--- src/verilog/adtc_params.svh ---
// adtc_params.svh: offsets, field positions, reset values and timing
`ifndef ADTC_PARAMS_SVH
`define ADTC_PARAMS_SVH
// register byte offsets
`define ADTC_OFF_CTRL   4'h0
`define ADTC_OFF_TOUCH  4'h4
`define ADTC_OFF_DATA0  4'h8
`define ADTC_OFF_DATA1  4'hC
// reset values
`define ADTC_CTRL_RST   16'h3FC4
`define ADTC_TOUCH_RST  9'h058
// converter control fields
`define ADTC_EOC        15
`define ADTC_PRSCEN     14
`define ADTC_PRSC       13:6
`define ADTC_SEL        5:3
`define ADTC_STANDBY_SELECT      2
`define ADTC_RDSTART    1
`define ADTC_START      0
// touch control fields
`define ADTC_UD         8
`define ADTC_YM         7
`define ADTC_YP         6
`define ADTC_XM         5
`define ADTC_XP         4
`define ADTC_PULL       3
`define ADTC_AUTO       2
`define ADTC_POS        1:0
// position select codes
`define ADTC_POS_NORM   2'h0
`define ADTC_POS_X      2'h1
`define ADTC_POS_Y      2'h2
`define ADTC_POS_WAIT   2'h3
// five converter clocks per result, counted 0..4
`define ADTC_CONV_LAST  3'h4
`define ADTC_XP_CHAN    3'h7
`endif

--- src/verilog/adtc_pkg.sv ---
// adtc_pkg.sv: state and struct types of the converter controller
package adtc_pkg;
	typedef enum logic [2:0] {
		ST_IDLE, ST_NORM, ST_XS, ST_YS, ST_AX, ST_AY
	} adtc_state_e;

	typedef struct packed {
		logic [15:0] ctrl;
		logic [8:0]  touch;
		logic [9:0]  x_res;
		logic [9:0]  y_res;
		adtc_state_e state;
		logic        rd_pend;
		logic [31:0] rdata;
		logic [2:0]  pen_sync;
		logic        conv_start;
		logic        core_clk;
		logic [2:0]  chan;
		logic        xp_n;
		logic        xm;
		logic        yp_n;
		logic        ym;
		logic        pull_n;
		logic        standby;
		logic        tc_irq;
		logic        sty_irq;
	} adtc_top_s;

	typedef struct packed {
		logic [2:0] cnt;
		logic       busy;
		logic       done;
		logic [9:0] s0;
		logic [9:0] s1;
		logic [9:0] result;
	} adtc_conv_s;

	typedef struct packed {
		logic [7:0] cnt;
		logic       tick;
	} adtc_div_s;
endpackage

--- src/verilog/adtc_conv_if.sv ---
// adtc_conv_if.sv: link between sequencer and conversion timer
interface adtc_conv_if;
	logic       start;
	logic       abort;
	logic       tick;
	logic       busy;
	logic       done;
	logic [9:0] result;
	modport ctl (output start, abort, tick, input busy, done, result);
	modport seq (input start, abort, tick, output busy, done, result);
endinterface

--- src/verilog/adtc_clkdiv.sv ---
// adtc_clkdiv.sv: prescaler making the converter clock tick
`include "adtc_params.svh"
module adtc_clkdiv (
	// clock and control
	input  logic       clk,
	input  logic       rst,
	input  logic       ce,
	// prescaler setting
	input  logic       enable,
	input  logic [7:0] div,
	// one-cycle tick every div+1 cycles
	output logic       tick
);
	adtc_pkg::adtc_div_s r, n;

	// count 0..div, tick on wrap; held at zero when disabled
	always_comb begin
		n = r;
		n.tick = 1'b0;
		if (!enable) begin
			n.cnt = 8'h00;
		end else if (r.cnt >= div) begin
			n.cnt = 8'h00;
			n.tick = 1'b1;
		end else begin
			n.cnt = r.cnt + 8'h01;
		end
	end

	always_ff @(posedge clk) begin
		if (rst) r <= '0;
		else if (ce) r <= n;
	end

	assign tick = r.tick;
endmodule

--- src/verilog/adtc_conv.sv ---
// adtc_conv.sv: conversion timer and result capture
`include "adtc_params.svh"
module adtc_conv (
	// clock and control
	input  logic             clk,
	input  logic             rst,
	input  logic             ce,
	// code from the analogue core
	input  logic [9:0]       core_data,
	// sequencer side
	adtc_conv_if.seq         cv
);
	adtc_pkg::adtc_conv_s r, n;

	// core code is synchronised before capture; it settles long before
	// the fifth converter clock so two stages cost nothing
	always_comb begin
		n = r;
		n.done = 1'b0;
		n.s0 = core_data;
		n.s1 = r.s0;
		if (cv.abort) begin
			n.busy = 1'b0;
			n.cnt = 3'h0;
		end else if (cv.start) begin
			n.busy = 1'b1;
			n.cnt = 3'h0;
		end else if (r.busy && cv.tick) begin
			if (r.cnt == `ADTC_CONV_LAST) begin
				n.busy = 1'b0;
				n.done = 1'b1;
				n.result = r.s1;
			end else begin
				n.cnt = r.cnt + 3'h1;
			end
		end
	end

	always_ff @(posedge clk) begin
		if (rst) r <= '0;
		else if (ce) r <= n;
	end

	assign cv.busy = r.busy;
	assign cv.done = r.done;
	assign cv.result = r.result;
endmodule

--- src/verilog/adtc_top.sv ---
// adtc_top.sv: converter and touch panel control with register port
//
// Decided for this implementation: strobed register access and the register addresses.
`include "adtc_params.svh"
//------------------------------------------------------------------
//------------------------------------------------------------------
module adtc_top (
	// clock, reset, enable
	input  logic        clk,
	input  logic        rst,
	input  logic        ce,
	// register port
	input  logic [3:0]  addr,
	input  logic [31:0] wdata,
	input  logic        wr,
	input  logic        rd,
	output logic [31:0] rdata,
	// analogue core
	input  logic [9:0]  core_data,
	output logic        core_clk,
	output logic        core_start,
	output logic [2:0]  analogue_input,
	output logic        core_standby,
	// touch panel
	input  logic        pen_level,
	output logic        xplus_switch_n,
	output logic        xminus_switch,
	output logic        yplus_switch_n,
	output logic        yminus_switch,
	output logic        xplus_pullup_n,
	// interrupt pulses
	output logic        touch_conversion_irq,
	output logic        stylus_irq
);

	//--------------------------------------------------------------
	// sub blocks
	//--------------------------------------------------------------
	adtc_pkg::adtc_top_s r, n;
	logic                div_tick;
	logic                go;
	logic                wait_md;
	logic                y_phase;
	logic                x_phase;

	adtc_conv_if cv ();

	// prescaler only runs while enabled, so a disabled one stalls work
	adtc_clkdiv u_div (
		.clk    (clk),
		.rst    (rst),
		.ce     (ce),
		.enable (r.ctrl[`ADTC_PRSCEN]),
		.div    (r.ctrl[`ADTC_PRSC]),
		.tick   (div_tick)
	);

	adtc_conv u_conv (
		.clk       (clk),
		.rst       (rst),
		.ce        (ce),
		.core_data (core_data),
		.cv        (cv.seq)
	);

	// timer control from registered state
	assign cv.start = r.conv_start;
	assign cv.abort = r.ctrl[`ADTC_STANDBY_SELECT];
	assign cv.tick = div_tick;

	//--------------------------------------------------------------
	// decode helpers
	//--------------------------------------------------------------
	// software start is void while start-on-read is on
	assign go = (r.ctrl[`ADTC_START] & ~r.ctrl[`ADTC_RDSTART])
		| r.rd_pend;
	assign wait_md = r.touch[`ADTC_YM] & r.touch[`ADTC_XP]
		& (r.touch[`ADTC_POS] == `ADTC_POS_WAIT);

	//--------------------------------------------------------------
	// next state
	//--------------------------------------------------------------
	always_comb begin
		n = r;
		x_phase = 1'b0;
		y_phase = 1'b0;
		n.tc_irq = 1'b0;
		n.sty_irq = 1'b0;
		n.conv_start = 1'b0;
		n.rdata = 32'h0000_0000;
		n.pen_sync = {r.pen_sync[1:0], pen_level};

		// sequencer; standby drops any conversion in flight
		if (r.ctrl[`ADTC_STANDBY_SELECT] && r.state != adtc_pkg::ST_IDLE) begin
			n.state = adtc_pkg::ST_IDLE;
		end else begin
			case (r.state)
			adtc_pkg::ST_IDLE: begin
				if (go && !r.ctrl[`ADTC_STANDBY_SELECT]) begin
					n.ctrl[`ADTC_START] = 1'b0;
					n.rd_pend = 1'b0;
					if (r.touch[`ADTC_AUTO]) begin
						n.state = adtc_pkg::ST_AX;
					end else begin
						case (r.touch[`ADTC_POS])
						`ADTC_POS_NORM: n.state = adtc_pkg::ST_NORM;
						`ADTC_POS_X: n.state = adtc_pkg::ST_XS;
						`ADTC_POS_Y: n.state = adtc_pkg::ST_YS;
						default: n.state = adtc_pkg::ST_IDLE;
						endcase
					end
					if (n.state != adtc_pkg::ST_IDLE) begin
						n.conv_start = 1'b1;
						n.ctrl[`ADTC_EOC] = 1'b0;
					end
				end
			end
			adtc_pkg::ST_NORM, adtc_pkg::ST_XS: begin
				if (cv.done) begin
					n.x_res = cv.result;
					n.ctrl[`ADTC_EOC] = 1'b1;
					n.tc_irq = (r.state == adtc_pkg::ST_XS);
					n.state = adtc_pkg::ST_IDLE;
				end
			end
			adtc_pkg::ST_YS: begin
				if (cv.done) begin
					n.y_res = cv.result;
					n.ctrl[`ADTC_EOC] = 1'b1;
					n.tc_irq = 1'b1;
					n.state = adtc_pkg::ST_IDLE;
				end
			end
			adtc_pkg::ST_AX: begin
				// x stored, y launched at once, no irq in between
				if (cv.done) begin
					n.x_res = cv.result;
					n.conv_start = 1'b1;
					n.state = adtc_pkg::ST_AY;
				end
			end
			adtc_pkg::ST_AY: begin
				if (cv.done) begin
					n.y_res = cv.result;
					n.ctrl[`ADTC_EOC] = 1'b1;
					n.tc_irq = 1'b1;
					n.state = adtc_pkg::ST_IDLE;
				end
			end
			default: n.state = adtc_pkg::ST_IDLE;
			endcase
		end

		// stylus edge from the synchronised pen level, second stage on
		if (wait_md) begin
			if (r.touch[`ADTC_UD]) begin
				n.sty_irq = ~r.pen_sync[1] & r.pen_sync[2];
			end else begin
				n.sty_irq = r.pen_sync[1] & ~r.pen_sync[2];
			end
		end

		// register writes; end-of-conversion flag is read only
		if (wr) begin
			case (addr)
			`ADTC_OFF_CTRL: n.ctrl = {n.ctrl[`ADTC_EOC], wdata[14:0]};
			`ADTC_OFF_TOUCH: n.touch = wdata[8:0];
			default: n.touch = n.touch;
			endcase
		end

		// reads answer in the next cycle; unmapped reads give zero
		if (rd) begin
			case (addr)
			`ADTC_OFF_CTRL: n.rdata = {16'h0000, r.ctrl};
			`ADTC_OFF_TOUCH: n.rdata = {23'h00_0000, r.touch};
			`ADTC_OFF_DATA0: n.rdata = {22'h00_0000, r.x_res};
			`ADTC_OFF_DATA1: n.rdata = {22'h00_0000, r.y_res};
			default: n.rdata = 32'h0000_0000;
			endcase
			if (r.ctrl[`ADTC_RDSTART] && (addr == `ADTC_OFF_DATA0
				|| addr == `ADTC_OFF_DATA1)) begin
				n.rd_pend = 1'b1;
			end
		end

		// panel switches follow the phase being entered
		x_phase = (n.state == adtc_pkg::ST_XS)
			|| (n.state == adtc_pkg::ST_AX);
		y_phase = (n.state == adtc_pkg::ST_YS)
			|| (n.state == adtc_pkg::ST_AY);
		n.xp_n = r.touch[`ADTC_XP];
		n.xm = r.touch[`ADTC_XM];
		n.yp_n = r.touch[`ADTC_YP];
		n.ym = r.touch[`ADTC_YM];
		n.pull_n = r.touch[`ADTC_PULL];
		if (x_phase) begin
			{n.xp_n, n.xm, n.yp_n, n.ym} = 4'b0110;
		end else if (y_phase) begin
			{n.xp_n, n.xm, n.yp_n, n.ym} = 4'b1001;
		end else if (wait_md) begin
			{n.xp_n, n.xm, n.yp_n, n.ym} = 4'b1011;
			n.pull_n = 1'b0;
		end
		// y is sensed on the x-plus input
		n.chan = y_phase ? `ADTC_XP_CHAN : r.ctrl[`ADTC_SEL];
		n.core_clk = div_tick;
		n.standby = n.ctrl[`ADTC_STANDBY_SELECT];
	end

	//--------------------------------------------------------------
	// state register
	//--------------------------------------------------------------
	// clock enable freezes everything, including the synchroniser
	always_ff @(posedge clk) begin
		if (rst) begin
			r <= '0;
			r.ctrl <= `ADTC_CTRL_RST;
			r.touch <= `ADTC_TOUCH_RST;
			r.xp_n <= 1'b1;
			r.yp_n <= 1'b1;
			r.pull_n <= 1'b1;
			r.standby <= 1'b1;
		end else if (ce) begin
			r <= n;
		end
	end

	// outputs straight from flops
	assign rdata = r.rdata;
	assign core_clk = r.core_clk;
	assign core_start = r.conv_start;
	assign analogue_input = r.chan;
	assign core_standby = r.standby;
	assign xplus_switch_n = r.xp_n;
	assign xminus_switch = r.xm;
	assign yplus_switch_n = r.yp_n;
	assign yminus_switch = r.ym;
	assign xplus_pullup_n = r.pull_n;
	assign touch_conversion_irq = r.tc_irq;
	assign stylus_irq = r.sty_irq;
endmodule
--- config.mk ---
export PLATFORM = sky130hd
export DESIGN_NAME = adtc_top
export DESIGN_NICKNAME = d
export VERILOG_FILES = /design/src/verilog/adtc_pkg.sv /design/src/verilog/adtc_conv_if.sv /design/src/verilog/adtc_clkdiv.sv /design/src/verilog/adtc_conv.sv /design/src/verilog/adtc_top.sv
export VERILOG_INCLUDE_DIRS = /design/src /design/src/verilog
export SDC_FILE = /design/constraint.sdc
export NUM_CORES = 1
export LEC_CHECK = 0
export BUFFER_PORTS_ARGS = -buffer_cell sky130_fd_sc_hd__buf_2
export CAP_MARGIN = 20
export CORE_ASPECT_RATIO = 0.7
export CORE_MARGIN = 2
export CORE_UTILIZATION = 27
export CTS_CLUSTER_SIZE = 12
export DETAILED_ROUTE_END_ITERATION = 6
export GPL_TIMING_DRIVEN = 0
export HOLD_SLACK_MARGIN = 0.02
export SETUP_SLACK_MARGIN = 0.15
export SLEW_MARGIN = 20
export SYNTH_ARGS = -nofsm -noshare
export SYNTH_HDL_FRONTEND = slang
export SYNTH_SLANG_ARGS = --single-unit
--- constraint.sdc ---
create_clock -name clk -period 2.4 [get_ports clk]
set_clock_uncertainty 0.2 [all_clocks]
set_input_delay 0.72 -clock clk [delete_from_list [all_inputs] [get_ports clk]]
set_output_delay 0.72 -clock clk [all_outputs]
set_load 0.02 [all_outputs]
==> results.toml, run 1 <==
[critical_path]
cp.arrival_ns = 2.20
critPathLaunchType = "input port"
crit_path_max_fanout = 10
reg2reg_depth = 8
required_ns = 2.47
path_class = "input port to flop"
setup.worst_path.end_class = "flop"

[clocking]
hold_buffers = 0
root_buffer = "clkbuf_16"
clockBufferDepth = 2
cts_buffers = 17
cts.htree.levels = 4
cts.clk_slew.worst_paths_ns = 0.06
insertion_delay_ns = 0.42
cts_sinks = 124
cts_tree = "yes"

[routing]
drtPass1Iterations = 5
wl_per_cell_um = 15.3
dr.first_iter.drc_count = 412
drc = 0
via_count = 4729
routed_wl_um = 15900
drtAntennaViolNets = 0
viasPerCell = 4.54

[timing]
max_slew.worst_pin.slew_ns = 0.767
fmax_ghz = 0.469
finalHoldViolCount = 0
slew_violations = 0
timing.final.ws_setup_ns = 0.269
rsz0062_at_grt = "yes"
whs_ns = 0.261
fin_crit_sh_pct = 88.8
min_period_ns = 2.13
relSlewSlack_pct = 48.9
setup_viol = 0

[place]
gp_congestion = 0.884
port_buffers = 63
place_ws_ns = -0.268
hpwlAfterDp_um = 11700

[finish]
final_common_cell = "dfxtp_1"
final_cell_mix = "124 x dfxtp_1, 85 x nand2_1, 84 x nor2_1"
n_fill_cell = 2212
drive_above_1_share_pct = 23.1
syn_to_final_growth_pct = 24.0
nets = 816
seq_area_um2 = 2480
diodes = 0
multi_input_area_um2 = 2750
final_core_util_pct = 34.0

[global_routing]
grt_pass1_vias = 4251
grt_start_max_net_pins = 17
grtUsageTotal_pct = 14.6
antenna_found_initial = 0
overflow = 0
grt_pass1_wl_um = 24600

[synthesis]
ys_warn_count = 0
netlist_area_um2 = 5680
synth_edf_count = 0
seq_area_frac_synth_pct = 43.7
synth_top_flop_cell = "dfxtp_1"
syn_inst = 654
async_reset_ff_share_pct = 0
ys_seq_elements = 124
synth_cell_types = 56
syn_area_per_cell_um2 = 8.69

[worst_hold_path]
hold_depth = 2
holdCritPathClass = "flop to flop"

[floorplan]
die_y_um = 125
io_pins = 97
die_area_um2 = 22200
initial_core_util_pct = 27.4
core_um2 = 20700
die_w_um = 177
core.rowCount = 44

[power_and_ir_drop]
switching_share_pct = 23.3
vdd_drop_max_v = 0.000559
powerDensity_nw_per_um2 = 718
switchingPower_w = 0.00118
power.leakage_nw = 2.94
combPwrFrac_pct = 5.5
p_clk_share_pct = 52.9
p_seq_share_pct = 41.6
intPower_w = 0.00388

[run]
maxCapViolations = 0

[status]
status = "complete, no violations"
-- through the flow --
stage | power, W | cells | cell area, um2 | TNS [ns]
final | 0.00506 | 1041 | 7050 | 0
after global placement | 0.00242 | 1008 | 6400 | -11.80
after detailed placement | 0.00242 | 1008 | 6400 | -11.38
after global routing | 0.00521 | 1041 | 7050 | 0
after floorplan | 0.00232 | 669 | 5740 | 0
after CTS | 0.00508 | 1040 | 7020 | 0
-- worst paths after layout --
kind	startpoint	to	slack (ns)
setup / recovery	ce	r[77]	0.27
hold reg to reg	rdata[10]	rdata[10]	0.26
hold / removal	rdata[10]	rdata[10]	0.26
setup reg to reg	r[89]	u_div.r[2]	0.33
-- cell families after synthesis --
family,synth area share [%]
buffers and inverters,9.16
other,0.0660
AOI/OAI and AO/OA,13.9
adders and majority gates,2.64
and+or+nand+nor,18.4
xor gates and xnor gates,0.463
muxes,11.7
DFF,43.7
-- Yosys cell counts, drive strengths merged, types with 3 or more instances --
cell type	number	area share, %
and3	5	0.64
a22oi	14	1.8
nand2	86	5.7
o21ai	14	1.2
dfxtp	124	44
a21oi	61	5.5
o211ai	11	1.5
nand3	29	2.6
a31oi	5	0.81
nor2b	3	0.33
nor3	9	0.88
nor2	85	5.7
inv	14	0.92
ha	12	2.6
a211oi	6	0.79
buf	55	6.8
nor4	4	0.81
a21o	3	0.40
mux2	10	2.0
mux2i	55	9.7
clkbuf	21	1.4
-- routing by layer --
layer	wire length, um	track usage (%)	vias up
met1	8410	22.7	2181
li1	-	-	2394
met5	0	0	-
met2	6440	19.5	136
met4	187	4.92	0
met3	909	3.28	18
-- power groups by stage --
| stage | Combinational (W) | Sequential [W] | Clock [W] |
|---|---|---|---|
| after detailed placement | 0.000275 | 0.00215 | 0 |
| after CTS | 0.000276 | 0.00211 | 0.00270 |
| after floorplan | 0.000172 | 0.00215 | 0 |
| after global routing | 0.000303 | 0.00211 | 0.00280 |
| final | 0.000279 | 0.00211 | 0.00267 |
| after global placement | 0.000275 | 0.00215 | 0 |
-- layout make-up --
| cell class | instances | share of cell area [%] |
|---|---|---|
| sequential | 124 | 35.2 |
| clock inverter | 13 | 2.31 |
| timing repair buffer | 64 | 4.58 |
| buffer | 76 | 6.78 |
| tap | 276 | 4.90 |
| multi-input combinational | 455 | 39.0 |
| inverter | 14 | 0.746 |
| clock buffer | 19 | 6.43 |
-- flip-flops by register name (all words and copies together) (netlist names), 2 cells and up --
name,count
analogue_input,3
n,2
r,49
rdata,16
u_conv.cv.result,10
u_conv.n,10
u_conv.r,13
u_div.r,8
-- timing repair --
item                                    in CTS  in global routing
gates resized for setup                      1                 12
gates cloned                                 0                  0
setup buffers                                0                  1
endpoints found under the setup margin       8                 48
pin swaps                                    0                  1
-- worst max-delay path, stage by stage --
cell	delay (ns)
buf_2	0.13
clkbuf_1	0.35
clkbuf_1	0.45
nand3_2	0.32
nand2_1	0.15
a21oi_1	0.08
(Power assumes the default switching activity.)
==> run 2, diff against run 1 <==
==> constraint.sdc (replaced) <==
create_clock -name clk -period 2.4 [get_ports clk]
set_clock_uncertainty 0.2 [all_clocks]
set_input_delay 0.48 -clock clk [delete_from_list [all_inputs] [get_ports clk]]
set_output_delay 0.48 -clock clk [all_outputs]
set_load 0.02 [all_outputs]
==> run 2 against run 1 <==
  * Sequential power is essentially flat
  * Count of clock-buffer cells in the layout unchanged
  * Critical path type is now flop to flop
  * Critical path depth rose by 2
  * Worst setup slack better by 0.062 ns
  * Largest cell class unchanged
  * Largest power group unchanged
  * Total power about the same
==> results.toml, run 2 (synthesis results as in run 1) <==
[power_and_ir_drop]
power.leakage_nw = 2.92
powerDensity_nw_per_um2 = 720
vdd_drop_max_v = 0.000562

[timing]
fmax_ghz = 0.483
fin_crit_sh_pct = 86.2
slew_violations = 0
timing.final.ws_setup_ns = 0.331
setup_viol = 0
finalHoldViolCount = 0
min_period_ns = 2.07
max_slew.worst_pin.slew_ns = 0.766
relSlewSlack_pct = 48.9
tns_ns = 0
rsz0062_at_grt = "no"

[critical_path]
cp.arrival_ns = 2.20
crit_start = "r[89]"
path_class = "flop to flop"
crit_path_max_fanout = 10
critPathLaunchType = "flop"
required_ns = 2.53
timing.rr.start = "r[89]"
setup.worst_path.end_class = "flop"

[floorplan]
io_pins = 97
initial_core_util_pct = 27.4
die_y_um = 125
die_w_um = 177
die_area_um2 = 22200
core_um2 = 20700
core.rowCount = 44

[finish]
final_cell_mix = "124 x dfxtp_1, 85 x nand2_1, 84 x nor2_1"
diodes = 0
drive_above_1_share_pct = 22.5
largest_reg_flops = 49
n_fill_cell = 2214
top_register = "r"
final_common_cell = "dfxtp_1"
syn_to_final_growth_pct = 23.8
nets = 816
design_area_um2 = 7030

[global_routing]
grt_pass1_wl_um = 24600
grt_start_max_net_pins = 17
antenna_found_initial = 0
grtUsageTotal_pct = 14.6
grt_pass1_vias = 4251
overflow = 0

[routing]
viasPerCell = 4.58
wl_per_cell_um = 15.3
drc = 0
dr.first_iter.drc_count = 430
drtAntennaViolNets = 0
via_count = 4767
routed_wl_um = 16000
drtPass1Iterations = 5

[place]
place_area_um2 = 6400
port_buffers = 63
gp_congestion = 0.884
place_ws_ns = -0.0276
hpwlAfterDp_um = 11700

[clocking]
cts_tree = "yes"
cts_buffers = 17
clockBufferDepth = 2
cts_sinks = 124
cts.clk_slew.worst_paths_ns = 0.06
hold_buffers = 0
cts.htree.levels = 4
root_buffer = "clkbuf_16"
insertion_delay_ns = 0.42

[worst_hold_path]
hp-start = "wdata[12]"
holdCritPathClass = "input port to flop"

[run]
maxCapViolations = 0

[status]
status = "complete, no violations"
==> run 2: cell count changes in the layout (fill, tap and decap cells not counted) <==
cell      previous run  this run
nor4b_2              1         0
nor4b_1              0         1
clkbuf_1            17        20
nand3_2              1         0
nand3_1             28        29
clkbuf_2             3         0
==> run 2: per-stage QoR <==
stage	total power, W	std cells	utilization, %	hold WS [ns]
after CTS	0.00508	1040	33.9	0.0795
after floorplan	0.00232	669	-	0.241
after detailed placement	0.00242	1008	30.9	0.257
after global routing	0.00521	1041	34.0	0.0854
after global placement	0.00242	1008	30.9	0.250
final	0.00506	1041	34.0	0.0825
==> run 2: path summary, 6_finish.rpt <==
| path | end | slack (ns) | cells after the start |
|---|---|---|---|
| min | r[93] | 0.08 | 3 |
| min reg2reg | rdata[10] | 0.26 | 2 |
| max reg2reg | u_div.r[2] | 0.33 | 8 |
| max | u_div.r[2] | 0.33 | 8 |
==> run 2: area by class of cell <==
cell class	count	area, um2	area share [%]
Multi-Input combinational cell	455	2740	39.0
Clock inverter	13	163	2.31
Timing Repair Buffer	64	323	4.59
Tap cell	276	345	4.91
Buffer	76	474	6.74
Sequential cell	124	2480	35.3
Clock buffer	19	453	6.44
Inverter	14	52.6	0.747
==> run 2: critical path: stages, from the launching register on <==
cell	delay, ns
dfxtp_1	0.35
inv_1	0.07
ha_1	0.31
a211oi_1	0.19
o21ai_1	0.15
a21oi_2	0.18
clkbuf_4	0.22
nand3_1	0.09
a21oi_1	0.21
==> run 2: timing repair <==
item                                    in CTS  in global routing
endpoints found under the setup margin       8                 16
pin swaps                                    0                  1
buffers inserted                             0                  1
resized for setup                            1                  4
==> run 2: power by group <==
group	switching, W	total (W)	internal [W]
clock	0.000986	0.00268	0.00169
combinational	0.000180	0.000277	0.0000966
sequential	0.0000182	0.00211	0.00209
total	0.00118	0.00506	0.00388
==> run 2: routing by layer <==
| layer | up-vias | GRT usage, % | wire, um |
|---|---|---|---|
| met1 | 2202 | 22.7 | 8160 |
| li1 | 2396 | - | - |
| met4 | 0 | 4.92 | 178 |
| met3 | 17 | 3.28 | 1130 |
| met2 | 152 | 19.5 | 6490 |
| met5 | - | 0 | 0 |
==> run 3, diff against run 2 <==
- ABC_AREA: not set -> 1
==> run 3 against run 2 <==
  * Global-route usage is 0.57 points higher
  * Largest power group unchanged
  * Synthesized cell count is 11% higher
  * Critical path type unchanged
  * Largest cell class is now flip-flops and latches
  * Final cell count is 6.0% higher
==> results.toml, run 3 <==
[status]
status = "complete, no violations"

[clocking]
clockBufferDepth = 2
cts_sinks = 124
hold_buffers = 0
cts_buffers = 17
cts_resized = 0
cts.htree.levels = 4
cts_setup_buffers = 0
cts_tree = "yes"
cts.clk_slew.worst_paths_ns = 0.06
root_buffer = "clkbuf_16"
insertion_delay_ns = 0.42

[critical_path]
endpoint = "u_div.r[7]"
setup.worst_path.end_class = "flop"
critPathMaxStageDelay_ns = 0.42
r2r_end = "u_div.r[7]"
cp.arrival_ns = 2.08
crit_top_cell = "nor2_1"
crit_path_max_fanout = 9
reg2reg_depth = 7
path_cells = "ha_1, a21oi_1, o21a_1, nand3_1, nor3_1, nor2_1, nor2_1"
crit_path_top_delay_cell = "dfxtp_1"
rrSetupSlack_ns = 0.47
timing.rr.start = "u_div.r[6]"
required_ns = 2.55
crit_start = "u_div.r[6]"
critPathLaunchType = "flop"
path_class = "flop to flop"

[floorplan]
die_y_um = 124
initial_core_util_pct = 27.7
die_area_um2 = 21600
core.rowCount = 43
core_um2 = 20000
die_w_um = 175
io_pins = 97

[timing]
finalHoldViolCount = 0
max_slew.worst_pin.slew_ns = 0.711
setup_viol = 0
min_period_ns = 1.93
relSlewSlack_pct = 52.6
timing.final.ws_setup_ns = 0.473
fin_crit_sh_pct = 80.3
fmax_ghz = 0.519
tns_ns = 0
rsz0062_at_grt = "no"
slew_violations = 0

[place]
port_buffers = 62
hpwlAfterDp_um = 12100
place_ws_ns = 0.214
dp_cells = 1071
gp_congestion = 0.863
place_area_um2 = 6230

[finish]
final_common_cell = "dfxtp_1"
final_cell_mix = "124 x dfxtp_1, 105 x nor2_1, 88 x o21ai_0, 88 x a21oi_1, 69 x nand2_1"
top_register = "r"
stdcell_count = 1103
syn_to_final_growth_pct = 23.4
drive_above_1_share_pct = 19.0
design_area_um2 = 6820
nets = 884
diodes = 0
largest_reg_flops = 49

[routing]
dr.first_iter.drc_count = 393
drtPass1Iterations = 6
routed_wl_um = 16100
drc = 0
wl_per_cell_um = 14.6
drtAntennaViolNets = 0
via_count = 5052
viasPerCell = 4.58

[synthesis]
netlist_area_um2 = 5530
seq_area_frac_synth_pct = 44.9
synth_common_cells = "124 x dfxtp_1, 105 x nor2_1, 88 x a21oi_1, 88 x o21ai_0, 69 x nand2_1"
yosys.area.top_type = "dfxtp_1"
synth_top_area_share_pct = 44.9
async_reset_ff_share_pct = 0
synth_cell_types = 42
synth_top_flop_cell = "dfxtp_1"
ys_seq_elements = 124
ys_top_cells_by_area = "dfxtp_1 45%, a21oi_1 8.0%, o21ai_0 8.0%"
syn_inst = 724
ys_warn_count = 0
syn_area_per_cell_um2 = 7.63
yosysMostFrequentCell = "dfxtp_1"
synth_edf_count = 0

[power_and_ir_drop]
power.leakage_nw = 2.90
powerDensity_nw_per_um2 = 743
vdd_drop_max_v = 0.000381

[worst_hold_path]
holdCritPathClass = "input port to flop"

[global_routing]
grtUsageTotal_pct = 15.2
grt_pass1_wl_um = 25300
overflow = 0
grt_start_max_net_pins = 17
grt_pass1_vias = 4531
antenna_found_initial = 0

[run]
maxCapViolations = 0
run 3: power breakdown:
| group | internal, W | switching (W) |
|---|---|---|
| registers | 0.00210 | 0.0000280 |
| clock network | 0.00154 | 0.00103 |
| logic | 0.000119 | 0.000244 |
run 3: final cells by class:
class	count	area [um2]
Multi-Input combinational cell	478	2410
Fill cell	2153	13100
Tap cell	270	338
Clock buffer	17	425
Clock inverter	15	164
Buffer	69	429
Inverter	68	258
Sequential cell	124	2480
Timing Repair Buffer	62	310
run 3: kinds of logic (layout without fill, tap and decap cells):
logic type,after synthesis,in the layout,share of synthesized area (%)
flops,124,124,44.9
simple gates,226,226,18.1
compound gates,222,222,21.4
buf+inv,137,231,12.4
fa+ha+maj,12,12,2.72
other cells,1,16,0.0679
xor+xnor,2,2,0.317
run 3: worst max-delay path, delay by kind of cell, from the launching register on:
family          cells  cell delay (ns)
simple gates        4             0.68
compound gates      2             0.29
fa+ha+maj           1             0.28
flops               1             0.42
run 3: how the worst min path moves through the flow:
stage | start | to | depth (start not counted)
after global routing | core_data[9] | u_conv.n[19] | 3
after detailed placement | r[53] | r[53] | 2
after global placement | r[53] | r[53] | 2
after CTS | wdata[10] | r[91] | 3
final | wdata[10] | r[91] | 3
after floorplan | r[62] | r[62] | 2
run 3: routing by layer:
layer | up-vias | track usage [%] | routed length, um
li1 | 2558 | - | -
met1 | 2322 | 23.6 | 8340
met2 | 158 | 20.8 | 6440
met3 | 14 | 3.82 | 1170
met4 | 0 | 3.13 | 122
met5 | - | 0 | 0
run 3: stage by stage:
step	utilization [%]	hold slack, ns	power, W
5_1_grt	34.2	0.0831	0.00524
3_5_place_dp	31.2	0.246	0.00254
4_1_cts	34.2	0.0763	0.00508
2_1_floorplan	-	0.230	0.00241
3_3_place_gp	31.2	0.240	0.00253
6_report	34.2	0.0744	0.00507
